[src/hw/port_pin_regs.svh]
// Offsets, field positions and reset values for the port pin interrupt and pull-up banks.
// Assumes it is included by bare name wherever a constant is needed.
`ifndef PORT_PIN_REGS_SVH
`define PORT_PIN_REGS_SVH

`define PORT_COUNT 7
`define PORT_PINS 8
`define PORT0_BASE_ADDR 32'h4007_0000
`define PORT_BANK_STRIDE 12'h100
`define PORT_BANK_LSB 8
`define PORT_BANK_MSB 10
`define PORT_ADDR_MSB 11
`define OFS_PIN_MODE_HIGH_HALF 8'h00
`define OFS_PIN_MODE_LOW_HALF 8'h04
`define OFS_PIN_EDGE_SELECT 8'h08
`define OFS_PIN_IRQ_ENABLE 8'h0C
`define OFS_PIN_IRQ_PENDING 8'h10
`define OFS_PIN_PULLUP_ENABLE 8'h14
`define PIN_FIELD_MSB 7
`define PIN_RSVD_ZERO 24'h00_0000
`define PIN_REG_RESET 8'h00
`define MODE_FIELD_W 2

`endif

[src/hw/port_pin_pkg.sv]
// Types shared by the port pin interrupt and pull-up logic.
// Assumes port_pin_regs.svh is compiled alongside for the numeric constants.
package port_pin_pkg;

  typedef enum logic [1:0] {
    MODE_INPUT = 2'b00,
    MODE_PUSH_PULL = 2'b01,
    MODE_OPEN_DRAIN = 2'b10,
    MODE_UNUSED = 2'b11
  } pin_mode_t;

  typedef enum logic [1:0] {
    SEL_NONE = 2'b00,
    SEL_IRQ_ENABLE = 2'b01,
    SEL_IRQ_PENDING = 2'b10,
    SEL_PULLUP_ENABLE = 2'b11
  } reg_sel_t;

  typedef struct packed {
    logic [7:0] sync1;
    logic [7:0] sync2;
    logic [7:0] prev;
    logic [1:0] warm;
  } edge_state_t;

  typedef struct packed {
    logic [7:0] pin_o;
    logic [7:0] pin_oe;
  } drive_state_t;

  typedef struct packed {
    logic [6:0][7:0] irq_enable;
    logic [6:0][7:0] irq_pending;
    logic [6:0][7:0] pullup_enable;
    logic [31:0] rdata;
    logic [6:0] port_irq;
    logic irq;
  } bank_state_t;

endpackage : port_pin_pkg

[src/hw/port_edge_detect.sv]
// Pin synchroniser and edge detector for one eight-pin port.
// Assumes pin_i is asynchronous and edge_sel comes from logic on sys_clk.
`timescale 1ns/1ps
`default_nettype none

module port_edge_detect
  import port_pin_pkg::*;
(
  // Clock and reset
  input wire logic sys_clk,
  input wire logic sys_rst,
  // Pins and polarity
  input wire logic [7:0] pin_i,
  input wire logic [7:0] edge_sel,
  // Detected edge of the selected polarity
  output logic [7:0] edge_hit
);

  edge_state_t st_r;
  edge_state_t st_nxt;

  always_comb begin
    st_nxt = st_r;
    st_nxt.sync1 = pin_i;
    st_nxt.sync2 = st_r.sync1;
    st_nxt.prev = st_r.sync2;
    st_nxt.warm = (st_r.warm == 2'b11) ? 2'b11 : st_r.warm + 2'b01;
    // Only the second stage and its delayed copy are compared
    edge_hit = (edge_sel & st_r.sync2 & ~st_r.prev) |
               (~edge_sel & ~st_r.sync2 & st_r.prev); // RULE10
    // Held off until prev holds a real sample, else an idle-high pin fakes a rise
    if (st_r.warm != 2'b11) begin
      edge_hit = 8'h00;
    end
  end

  always_ff @(posedge sys_clk) begin
    if (sys_rst) begin
      st_r <= '0;
    end else begin
      st_r <= st_nxt;
    end
  end

endmodule : port_edge_detect

`default_nettype wire

[src/hw/port_pin_drive.sv]
// Pin driver for one eight-pin port, steered by the two-bit mode of each pin.
// Assumes mode and out_data come from logic on sys_clk.
`timescale 1ns/1ps
`default_nettype none

`include "port_pin_regs.svh"

module port_pin_drive
  import port_pin_pkg::*;
(
  // Clock and reset
  input wire logic sys_clk,
  input wire logic sys_rst,
  // Mode fields and output data
  input wire logic [15:0] mode,
  input wire logic [7:0] out_data,
  // Pad drive, registered
  output logic [7:0] pin_o,
  output logic [7:0] pin_oe
);

  drive_state_t st_r;
  drive_state_t st_nxt;

  function automatic pin_mode_t mode_of(input logic [15:0] m, input int n);
    return pin_mode_t'(m[n*`MODE_FIELD_W +: `MODE_FIELD_W]);
  endfunction : mode_of

  always_comb begin
    st_nxt = st_r;
    for (int n = 0; n < `PORT_PINS; n++) begin
      unique case (mode_of(mode, n))
        MODE_PUSH_PULL: begin
          st_nxt.pin_o[n] = out_data[n]; // RULE11
          st_nxt.pin_oe[n] = 1'b1;
        end
        MODE_OPEN_DRAIN: begin
          // Pulls low only; a one leaves the pad to the pull-up
          st_nxt.pin_o[n] = 1'b0; // RULE11
          st_nxt.pin_oe[n] = ~out_data[n];
        end
        MODE_INPUT, MODE_UNUSED: begin
          st_nxt.pin_o[n] = 1'b0; // RULE11
          st_nxt.pin_oe[n] = 1'b0;
        end
      endcase
    end
  end

  always_ff @(posedge sys_clk) begin
    if (sys_rst) begin
      st_r <= '0;
    end else begin
      st_r <= st_nxt;
    end
  end

  assign pin_o = st_r.pin_o;
  assign pin_oe = st_r.pin_oe;

endmodule : port_pin_drive

`default_nettype wire

[src/hw/port_pin_irq_pullup_regs.sv]
// Interrupt enable, pending and pull-up registers for seven eight-pin ports.
// Assumes a plain register port on sys_clk; edge select, modes and pin data
// come from neighbouring registers on the same clock; pins are asynchronous.
//
// Functional notes
// RULE1: Seven banks, port zero lowest, each next bank 0x100 higher.
// RULE2: Interrupt enable register at bank offset 0x000C, resets to zero.
// RULE3: Enable bit n allows pin n interrupts when one; read and write.
// RULE4: Interrupt pending register at bank offset 0x0010, resets to zero.
// RULE5: Pending bit n reads one while pin n has a pending interrupt.
// RULE6: Writing zero clears a pending bit; software clears serviced pins so.
// RULE7: Pull-up enable register at bank offset 0x0014, resets to zero.
// RULE8: Pull-up bit n drives pin n pull-up control; read and write.
// RULE9: Bits 31 to 8 of these registers are reserved and read zero.
// RULE10: Edge select bit picks falling (zero) or rising (one) edge per pin.
// RULE11: Two-bit mode: 00 input, 01 push-pull, 10 open-drain low only.
// RULE12: Selected synchronised edge on enabled pin sets pending; interrupt while enabled pending.
// RULE13: Writing one keeps pending; a same-cycle edge beats a clearing write.
`timescale 1ns/1ps
`default_nettype none

`include "port_pin_regs.svh"

module port_pin_irq_pullup_regs
  import port_pin_pkg::*;
(
  // Clock and reset
  input wire logic sys_clk,
  input wire logic sys_rst,
  // Register port, byte offset from the port zero bank
  input wire logic [11:0] addr,
  input wire logic [31:0] wdata,
  input wire logic wr_stb,
  input wire logic rd_stb,
  output logic [31:0] rdata,
  // Neighbouring registers
  input wire logic [6:0][7:0] pin_edge_select,
  input wire logic [6:0][15:0] pin_mode_field,
  input wire logic [6:0][7:0] pin_out_data,
  // Pads
  input wire logic [6:0][7:0] pin_i,
  output logic [6:0][7:0] pin_o,
  output logic [6:0][7:0] pin_oe,
  output logic [6:0][7:0] pullup_o,
  // Interrupts
  output logic [6:0] port_irq,
  output logic irq
);

  bank_state_t st_r;
  bank_state_t st_nxt;
  logic [6:0][7:0] edge_hit;
  logic [2:0] bank;
  reg_sel_t wr_sel;
  reg_sel_t rd_sel;

  // Banks past port six and misaligned words decode to nothing
  function automatic reg_sel_t reg_decode(input logic [11:0] a);
    reg_sel_t sel;
    sel = SEL_NONE;
    if (!a[`PORT_ADDR_MSB] && (a[`PORT_BANK_MSB:`PORT_BANK_LSB] < 3'(`PORT_COUNT))) begin // RULE1
      unique case (a[7:0])
        `OFS_PIN_IRQ_ENABLE: sel = SEL_IRQ_ENABLE; // RULE2
        `OFS_PIN_IRQ_PENDING: sel = SEL_IRQ_PENDING; // RULE4
        `OFS_PIN_PULLUP_ENABLE: sel = SEL_PULLUP_ENABLE; // RULE7
        default: sel = SEL_NONE;
      endcase
    end
    return sel;
  endfunction : reg_decode

  genvar gp;
  generate
    for (gp = 0; gp < `PORT_COUNT; gp++) begin : g_port
      port_edge_detect u_edge (
        .sys_clk(sys_clk),
        .sys_rst(sys_rst),
        .pin_i(pin_i[gp]),
        .edge_sel(pin_edge_select[gp]),
        .edge_hit(edge_hit[gp])
      );
      port_pin_drive u_drive (
        .sys_clk(sys_clk),
        .sys_rst(sys_rst),
        .mode(pin_mode_field[gp]),
        .out_data(pin_out_data[gp]),
        .pin_o(pin_o[gp]),
        .pin_oe(pin_oe[gp])
      );
    end
  endgenerate

  always_comb begin
    logic [7:0] set_bits;
    set_bits = `PIN_REG_RESET;
    st_nxt = st_r;
    bank = addr[`PORT_BANK_MSB:`PORT_BANK_LSB];
    wr_sel = wr_stb ? reg_decode(addr) : SEL_NONE;
    rd_sel = rd_stb ? reg_decode(addr) : SEL_NONE;

    // Register writes; bits above the pin field are dropped
    for (int p = 0; p < `PORT_COUNT; p++) begin
      if (bank == 3'(p)) begin
        if (wr_sel == SEL_IRQ_ENABLE) begin
          st_nxt.irq_enable[p] = wdata[`PIN_FIELD_MSB:0]; // RULE3
        end
        if (wr_sel == SEL_PULLUP_ENABLE) begin
          st_nxt.pullup_enable[p] = wdata[`PIN_FIELD_MSB:0]; // RULE8
        end
        if (wr_sel == SEL_IRQ_PENDING) begin
          // Zero clears, one keeps
          st_nxt.irq_pending[p] = st_r.irq_pending[p] & wdata[`PIN_FIELD_MSB:0]; // RULE6
        end
      end
      // Edge set applied after the write so it wins over a clear
      set_bits = edge_hit[p] & st_r.irq_enable[p]; // RULE12
      st_nxt.irq_pending[p] = st_nxt.irq_pending[p] | set_bits; // RULE13
      st_nxt.port_irq[p] = |(st_nxt.irq_pending[p] & st_nxt.irq_enable[p]); // RULE12
    end
    st_nxt.irq = |st_nxt.port_irq;

    // Read data stands for exactly the cycle after the strobe
    st_nxt.rdata = 32'h0000_0000;
    unique case (rd_sel)
      SEL_IRQ_ENABLE: st_nxt.rdata = {`PIN_RSVD_ZERO, st_r.irq_enable[bank]}; // RULE9
      SEL_IRQ_PENDING: st_nxt.rdata = {`PIN_RSVD_ZERO, st_r.irq_pending[bank]}; // RULE5
      SEL_PULLUP_ENABLE: st_nxt.rdata = {`PIN_RSVD_ZERO, st_r.pullup_enable[bank]}; // RULE9
      SEL_NONE: st_nxt.rdata = 32'h0000_0000;
    endcase
  end

  always_ff @(posedge sys_clk) begin
    if (sys_rst) begin
      st_r <= '0; // RULE2
    end else begin
      st_r <= st_nxt;
    end
  end

  assign rdata = st_r.rdata;
  assign pullup_o = st_r.pullup_enable; // RULE8
  assign port_irq = st_r.port_irq;
  assign irq = st_r.irq;

endmodule : port_pin_irq_pullup_regs

`default_nettype wire

[config.mk]
export PLATFORM = sky130hd
export DESIGN_NAME = port_pin_irq_pullup_regs
export DESIGN_NICKNAME = d
export VERILOG_FILES = /design/src/hw/port_pin_pkg.sv /design/src/hw/port_edge_detect.sv /design/src/hw/port_pin_drive.sv /design/src/hw/port_pin_irq_pullup_regs.sv
export VERILOG_INCLUDE_DIRS = /design/src /design/src/hw
export SDC_FILE = /design/constraint.sdc
export NUM_CORES = 1
export LEC_CHECK = 0
export ABC_AREA = 1
export BUFFER_PORTS_ARGS = -buffer_cell sky130_fd_sc_hd__buf_2
export CORE_MARGIN = 1
export CORE_UTILIZATION = 48
export DETAILED_ROUTE_END_ITERATION = 12
export PLACE_DENSITY = 0.82
export SLEW_MARGIN = 20
export SYNTH_ARGS = -nofsm -noshare
export SYNTH_HDL_FRONTEND = slang
export SYNTH_SLANG_ARGS = --single-unit
[constraint.sdc]
create_clock -name sys_clk -period 2.5 [get_ports sys_clk]
set_input_delay 0.75 -clock sys_clk [delete_from_list [all_inputs] [get_ports sys_clk]]
set_output_delay 0.75 -clock sys_clk [all_outputs]
set_load 0.02 [all_outputs]
==> Yosys cells after proc, flatten, opt, wreduce, memory -nomap -nowiden <==
Index checks and enable logic that the tools add are counted.
{ "classes": {"n_bitwise": 140, "order_cmp": 2, "reduce_logical": 187, "n_div": 0, "addsub": 7, "n_shift": 0, "mul": 0, "n_eq_ne": 197, "muxes": 165} }
{ "op_table": {"columns": ["op", "count"], "rows": [
  ["$and A8 B8 Y8", 49],
  ["$mux W8", 38],
  ["$eq A2 B2 Y1 const B", 123],
  ["$not A8 Y8", 21],
  ["$pmux W1 S3", 56],
  ["$reduce_or A3 Y1", 56],
  ["$pmux W32 S4", 1],
  ["$eq A2 B1 Y1 const B", 58],
  ["$logic_not A2 Y1", 57],
  ["$or A8 B8 Y8", 14],
  ["$pmux W1 S2", 56],
  ["$reduce_or A2 Y1", 56],
  ["$bmux W8 S3", 3],
  ["$not A1 Y1", 56],
  ["$reduce_or A56 Y1", 1],
  ["$reduce_or A8 Y1", 7],
  ["$mux W2", 10],
  ["$eq A8 B5 Y1 const B", 2],
  ["$add A2 B1 Y2 const B", 7],
  ["$ne A2 B2 Y1 const B", 7],
  ["$reduce_and A2 Y1", 7],
  ["$eq A3 B3 Y1 const B", 3],
  ["$eq A8 B4 Y1 const B", 1],
  ["$eq A3 B2 Y1 const B", 2],
  ["other kinds (7)", 7]
]} }
{ "totals": {"output_inout_bits": 208, "latch_bits": 0, "wordCells": 764, "ff_bits": 502, "mem_count": 0, "in_bits": 328, "romBits": 0, "mem_bits_rw": 0} }

==> Longest topological paths before layout <==
{ "logic_depth": {"word_depth": 10, "mapped_depth": 18, "mapped_depth_nobuf": 17} }

==> Modules after synthesis <==
Synthesis repeated with hierarchy kept, for this count alone.
{ "hier_totals": {"cells_unflattened": 3271, "hier_area_um2": 22695.5} }
{ "modules_own_cells": {"columns": ["module", "seq_area_each_um2", "area_each_um2", "n_inst", "cells_each"], "rows": [
  ["port_pin_irq_pullup_regs", 3683.5, 9794.4, 1, 1452],
  ["port_edge_detect", 520.5, 970.9, 7, 139],
  ["port_pin_drive (g_port[0].u_drive ...)", 320.3, 875.8, 6, 122],
  ["port_pin_drive (g_port[4].u_drive)", 320.3, 849.6, 1, 114]
]} }

==> Worst setup path after synthesis <==
Ideal clock, no wire load.
{ "synth_timing": {"path_type": "input -> register", "startpoint": "in addr[8]", "endpoint": "reg st_r (netlist bit irq)", "n_path_buf": 3, "t_arrival_ns": 2.363, "setup_slack_ns": 0.009, "cell_stages": 17, "setup_time_ns": 0.128, "t_required_ns": 2.372, "path_cell_list": "buf_2 > nand3_2 > nand2_2 > nor3_4 > buf_4 > buf_4 > nand4_1 > nand2_1 > inv_1 > nand2_1 > nand2_1 > nor2_1 > nand2_1 > nor2_1 > nand2_1 > nor2_1 > nor2_1"} }
{ "synth_via": {"elab_chain_len": 10, "elab_cells_between_ends": 56, "classes_between": "order compare: 1; eq/ne: 8; mux: 30; bitwise: 14; reduce/logical: 3"} }
{ "synth_lines": {"columns": ["item", "line", "source"], "rows": [
  ["from (decl)", "port_pin_irq_pullup_regs.sv:31", "input wire logic [11:0] addr,"],
  ["$lt A3 B3 Y1", "port_pin_irq_pullup_regs.sv:61", "if (!a[`PORT_ADDR_MSB] && (a[`PORT_BANK_MSB:`PORT_BANK_LSB] < 3'(`PORT_COUNT))) begin"],
  ["$logic_and A1 B1 Y1", "port_pin_irq_pullup_regs.sv:61", null],
  ["$mux W2", "port_pin_irq_pullup_regs.sv:61", null],
  ["$mux W2", "port_pin_irq_pullup_regs.sv:98", "wr_sel = wr_stb ? reg_decode(addr) : SEL_NONE;"],
  ["$eq A2 B2 Y1", "port_pin_irq_pullup_regs.sv:110", "if (wr_sel == SEL_IRQ_PENDING) begin"],
  ["$mux W8", "port_pin_irq_pullup_regs.sv:110", null],
  ["$mux W8", "port_pin_irq_pullup_regs.sv:103", "if (bank == 3'(p)) begin"],
  ["$or A8 B8 Y8", "port_pin_irq_pullup_regs.sv:117", "st_nxt.irq_pending[p] = st_nxt.irq_pending[p] | set_bits;"],
  ["$and A8 B8 Y8", "port_pin_irq_pullup_regs.sv:118", "st_nxt.port_irq[p] = |(st_nxt.irq_pending[p] & st_nxt.irq_enable[p]);"],
  ["$reduce_or A56 Y1 *", "port_pin_irq_pullup_regs.sv:120", "st_nxt.irq = |st_nxt.port_irq;"],
  ["to (signal assigned)", "port_pin_irq_pullup_regs.sv:136", "st_r <= st_nxt;"],
  ["to (decl)", "port_pin_irq_pullup_regs.sv:50", "bank_state_t st_r;"]
]} }
Every way passes the cells marked *; elsewhere a longest branch is shown, timed or not.
A chain may end at the register's enable or synchronous reset.

==> Worst setup path after layout <==
{ "layout_timing": {"startpoint": "in addr[10]", "endpoint": "reg st_r (netlist bit port_irq[1])"} }
{ "layout_via": {"elab_chain_len": 10, "elab_cells_between_ends": 14, "classes_between": "order compare: 1; eq/ne: 3; mux: 6; bitwise: 2; reduce/logical: 2"} }
{ "layout_lines": {"columns": ["item", "line"], "rows": [
  ["$lt A3 B3 Y1", "port_pin_irq_pullup_regs.sv:61"],
  ["$logic_and A1 B1 Y1", "port_pin_irq_pullup_regs.sv:61"],
  ["$mux W2", "port_pin_irq_pullup_regs.sv:61"],
  ["$mux W2", "port_pin_irq_pullup_regs.sv:98"],
  ["$eq A2 B2 Y1", "port_pin_irq_pullup_regs.sv:110"],
  ["$mux W8", "port_pin_irq_pullup_regs.sv:110"],
  ["$mux W8", "port_pin_irq_pullup_regs.sv:103"],
  ["$or A8 B8 Y8", "port_pin_irq_pullup_regs.sv:117"],
  ["$and A8 B8 Y8 *", "port_pin_irq_pullup_regs.sv:118"],
  ["$reduce_or A8 Y1 *", "port_pin_irq_pullup_regs.sv:118"]
]} }
Marks and branches as above.

==> metrics.csv <==
stage,metric,value,unit
global_routing,vias in the first global route,19892,
sta,"Slew Viols, Final",0,
placed_design,IO buf count,487,
clock_tree,CTS H-Tree Depth,2,
synth,Synth Flop Type,dfxtp_1,
detailed_routing,total number of vias,21017,
pwr,Pwr Density,637,nW/um2
sta,final hold slack,338,ps
pwr,Worst VDD drop,428,uV
synth,ys async rst share,0,%
detailed_routing,DRC,0,
global_routing,total grt overflow,0,
sta,"Hold Vio Cnt, Final",0,
placed_design,placed cell count,3904,
synth,Post-synth EDFFs,0,
synth,Yosys reg bits,478,
floorplan,cell row count,76,
detailed_routing,TritonRoute pass-1 iters,6,
final_layout,Layout area overhead,29.0,%
detailed_routing,max layer used,met5,
final_layout,final instance area,27500,um2
global_routing,GRT Total Usage,31.5,%
worst_setup_path,Crit Path Category,primary input to flip-flop,
synth,post-synthesis instance total,2757,
synth,Yosys top cell by area,dfxtp_1,
clock_tree,hold buffer count at cts,0,
floorplan,die area,45200,um2
floorplan,Top Ports,536,
sta,Clock Skew,16.1,ps
detailed_routing,met3 wire len,7.35,mm
sta,Finish-stage setup viols,0,
clock_tree,CTS tree,yes,
synth,"Seq/Total Area, Yosys",44.9,%
sta,Tcrit/Tclk final,94.9,%
worst_setup_path,FF-to-FF Start,g_port[4].u_edge.st_r[1]$_SDFF_PP0_,
worst_setup_path,Worst EP arrival,2900,ps
synth,YS warnings,0,
worst_setup_path,Crit. End Element,flip-flop,
floorplan,Starting Density,49.0,%
synth,post-synthesis area per instance,7.72,um2
flow_run,maxcap violations,0,
detailed_routing,routed wl met2,33.1,mm
worst_setup_path,slowest CP cell,nor3_4,
floorplan,die width,213,um
worst_setup_path,crit-path max cell delay,200,ps
synth,area share of the largest cell type after synthesis,44.9,%
final_layout,Finished Layout Cells,4002,
status,outcome,finished clean,
detailed_routing,DR WL/cell,18.1,um
clock_tree,CTS Buf Count,50,
final_layout,NumNets Final,3811,
placed_design,pre-CTS WS,-526,ps
worst_setup_path,FF-to-FF setup slack,820,ps
clock_tree,post-CTS sizing,0,
worst_setup_path,Worst Path Max Fanout,14,
detailed_routing,DR iter-0 viols,2272,
placed_design,Area after DPL,25700,um2
worst_setup_path,CP Launch Point,addr[10],
clock_tree,clk buf depth,3,
floorplan,CORE AREA,43500,um2
detailed_routing,Routed Wire Length,72.6,mm
detailed_routing,Vias/cell,5.25,
hold_path,Hold Crit Class,primary input to flip-flop,
placed_design,hpwl dp,56.1,mm
clock_tree,Clock Tree Root,clkbuf_16,
hold_path,hold_sp,pin_out_data[43],
final_layout,fillcell total,3822,
detailed_routing,Post-DRT Antenna Nets,0,
synth,post-synthesis cell area,21300,um2
worst_setup_path,Worst EP required,3030,ps
synth,synth top area cells,"dfxtp_1, nand2_1, inv_1, ha_1, nor2_1",
sta,setup TNS,0,ps
sta,Fmax,422,MHz
global_routing,largest net degree at the start of global routing,76,
synth,"count leader, synth",dfxtp_1,
worst_setup_path,Critical Path Most Common Cell,nand2_1,
global_routing,first-pass GRT wire length,109,mm
sta,setup ws final,128,ps
sta,unrepaired setup endpoints after global routing,true,
clock_tree,post-CTS setup buffers,0,
clock_tree,clock slew seen by the registers of the worst setup and hold paths,60,ps
pwr,Pleak,14.2,nW
clock_tree,Sink Count,478,
global_routing,initial antenna violation count,23,
clock_tree,Worst-Skew Late Latency,600,ps
worst_setup_path,Startpoint Class,primary input,
synth,Cell variety after synth,38,
worst_setup_path,CP cell instances,buf_2 -> nand3_2 -> nand2_2 -> buf_4 -> nor3_4 -> buf_12 -> buf_12 -> nand2_1 -> nor2_4 -> nand2_1 -> o21ai_0 -> nand2_1 -> nand2_1 -> inv_1 -> nand2_1 -> nor2_2 -> buf_4 -> nor2_1,
floorplan,Chip Height,213,um
placed_design,RePlAce Congestion,1.03,
final_layout,layout cell share with drive strength beyond 1,25.9,%
synth,Post-synth top cells,"dfxtp_1, nand2_1, inv_1",
detailed_routing,WL met1,28.6,mm
sta,minimum clock period after layout,2370,ps
[cells by family (layout without fill, tap and decap cells)]
group | after synthesis | in the layout | synth area share [%]
AOI/OAI and AO/OA | 547 | 547 | 15.0
and+or+nand+nor | 995 | 995 | 20.5
adders and majority gates | 112 | 112 | 6.58
other | 1 | 34 | 0.0176
buffers and inverters | 624 | 1251 | 12.9
DFF | 478 | 478 | 44.9
[registers in the layout, summed over array words and instances (netlist names)]
name	count
pullup_o	56
g_port.u_edge.st_nxt	112
g_port.u_drive.pin_o	56
rdata	8
irq	1
port_irq	7
g_port.u_drive.pin_oe	56
st_r	112
g_port.u_edge.st_r	70
[final timing paths]
kind                                            endpoint  cells after the start
setup / recovery                  port_irq[1]$_SDFF_PP0_                     18
hold / removal    g_port[5].u_drive.pin_oe[3]$_SDFF_PP0_                      2
setup reg to reg                          irq$_SDFF_PP0_                     12
hold reg to reg    g_port[5].u_edge.st_nxt[7]$_SDFF_PP0_                      2
[report_power, final]
part / total [mW] / switching [mW] / internal, mW
clock network: 7.70 / 3.13 / 4.57
registers: 7.96 / 0.0891 / 7.87
logic: 1.84 / 1.13 / 0.707
[metal layers]
layer  up-vias  GRT usage, %
li1      10204             -
met1      9440          38.5
met2      1103          51.3
met3       248          8.02
met4        22          15.7
met5         -             0
[final cells by class]
cell class	count	area, um2	area share [%]
Sequential cell	478	9570	34.8
Multi-Input combinational cell	1678	9110	33.2
Timing Repair Buffer	757	4800	17.5
Inverter	406	1520	5.55
Clock buffer	72	1460	5.33
Tap cell	585	732	2.67
Clock inverter	16	229	0.834
Antenna cell	10	25.0	0.0911
[critical path: cells and delay by family]
| family | cells | cell delay [ps] |
|---|---|---|
| simple gates | 11 | 1160 |
| compound gates | 1 | 160 |
| buf+inv | 6 | 810 |
[metrics by stage]
| step | utilization [%] | power, mW |
|---|---|---|
| 6_report | 63.2 | 17.5 |
| 5_1_grt | 63.2 | 18.1 |
| 4_1_cts | 63.0 | 17.6 |
| 3_5_place_dp | 59.1 | 9.92 |
| 3_3_place_gp | 59.1 | 9.86 |
| 2_1_floorplan | - | 9.06 |
[layout by cell type (no fill, tap or decap), types with 112 or more instances in the layout]
cell type / netlist / routed
nand2_1: 430 / 429
buf_4: 99 / 243
nand4_1: 142 / 142
ha_1: 112 / 112
buf_2: 23 / 486
a21oi_1: 223 / 223
nor2_1: 314 / 308
dfxtp_1: 478 / 478
inv_1: 399 / 399
o21ai_0: 128 / 126
Note: power is estimated with default switching activity, not from simulation.
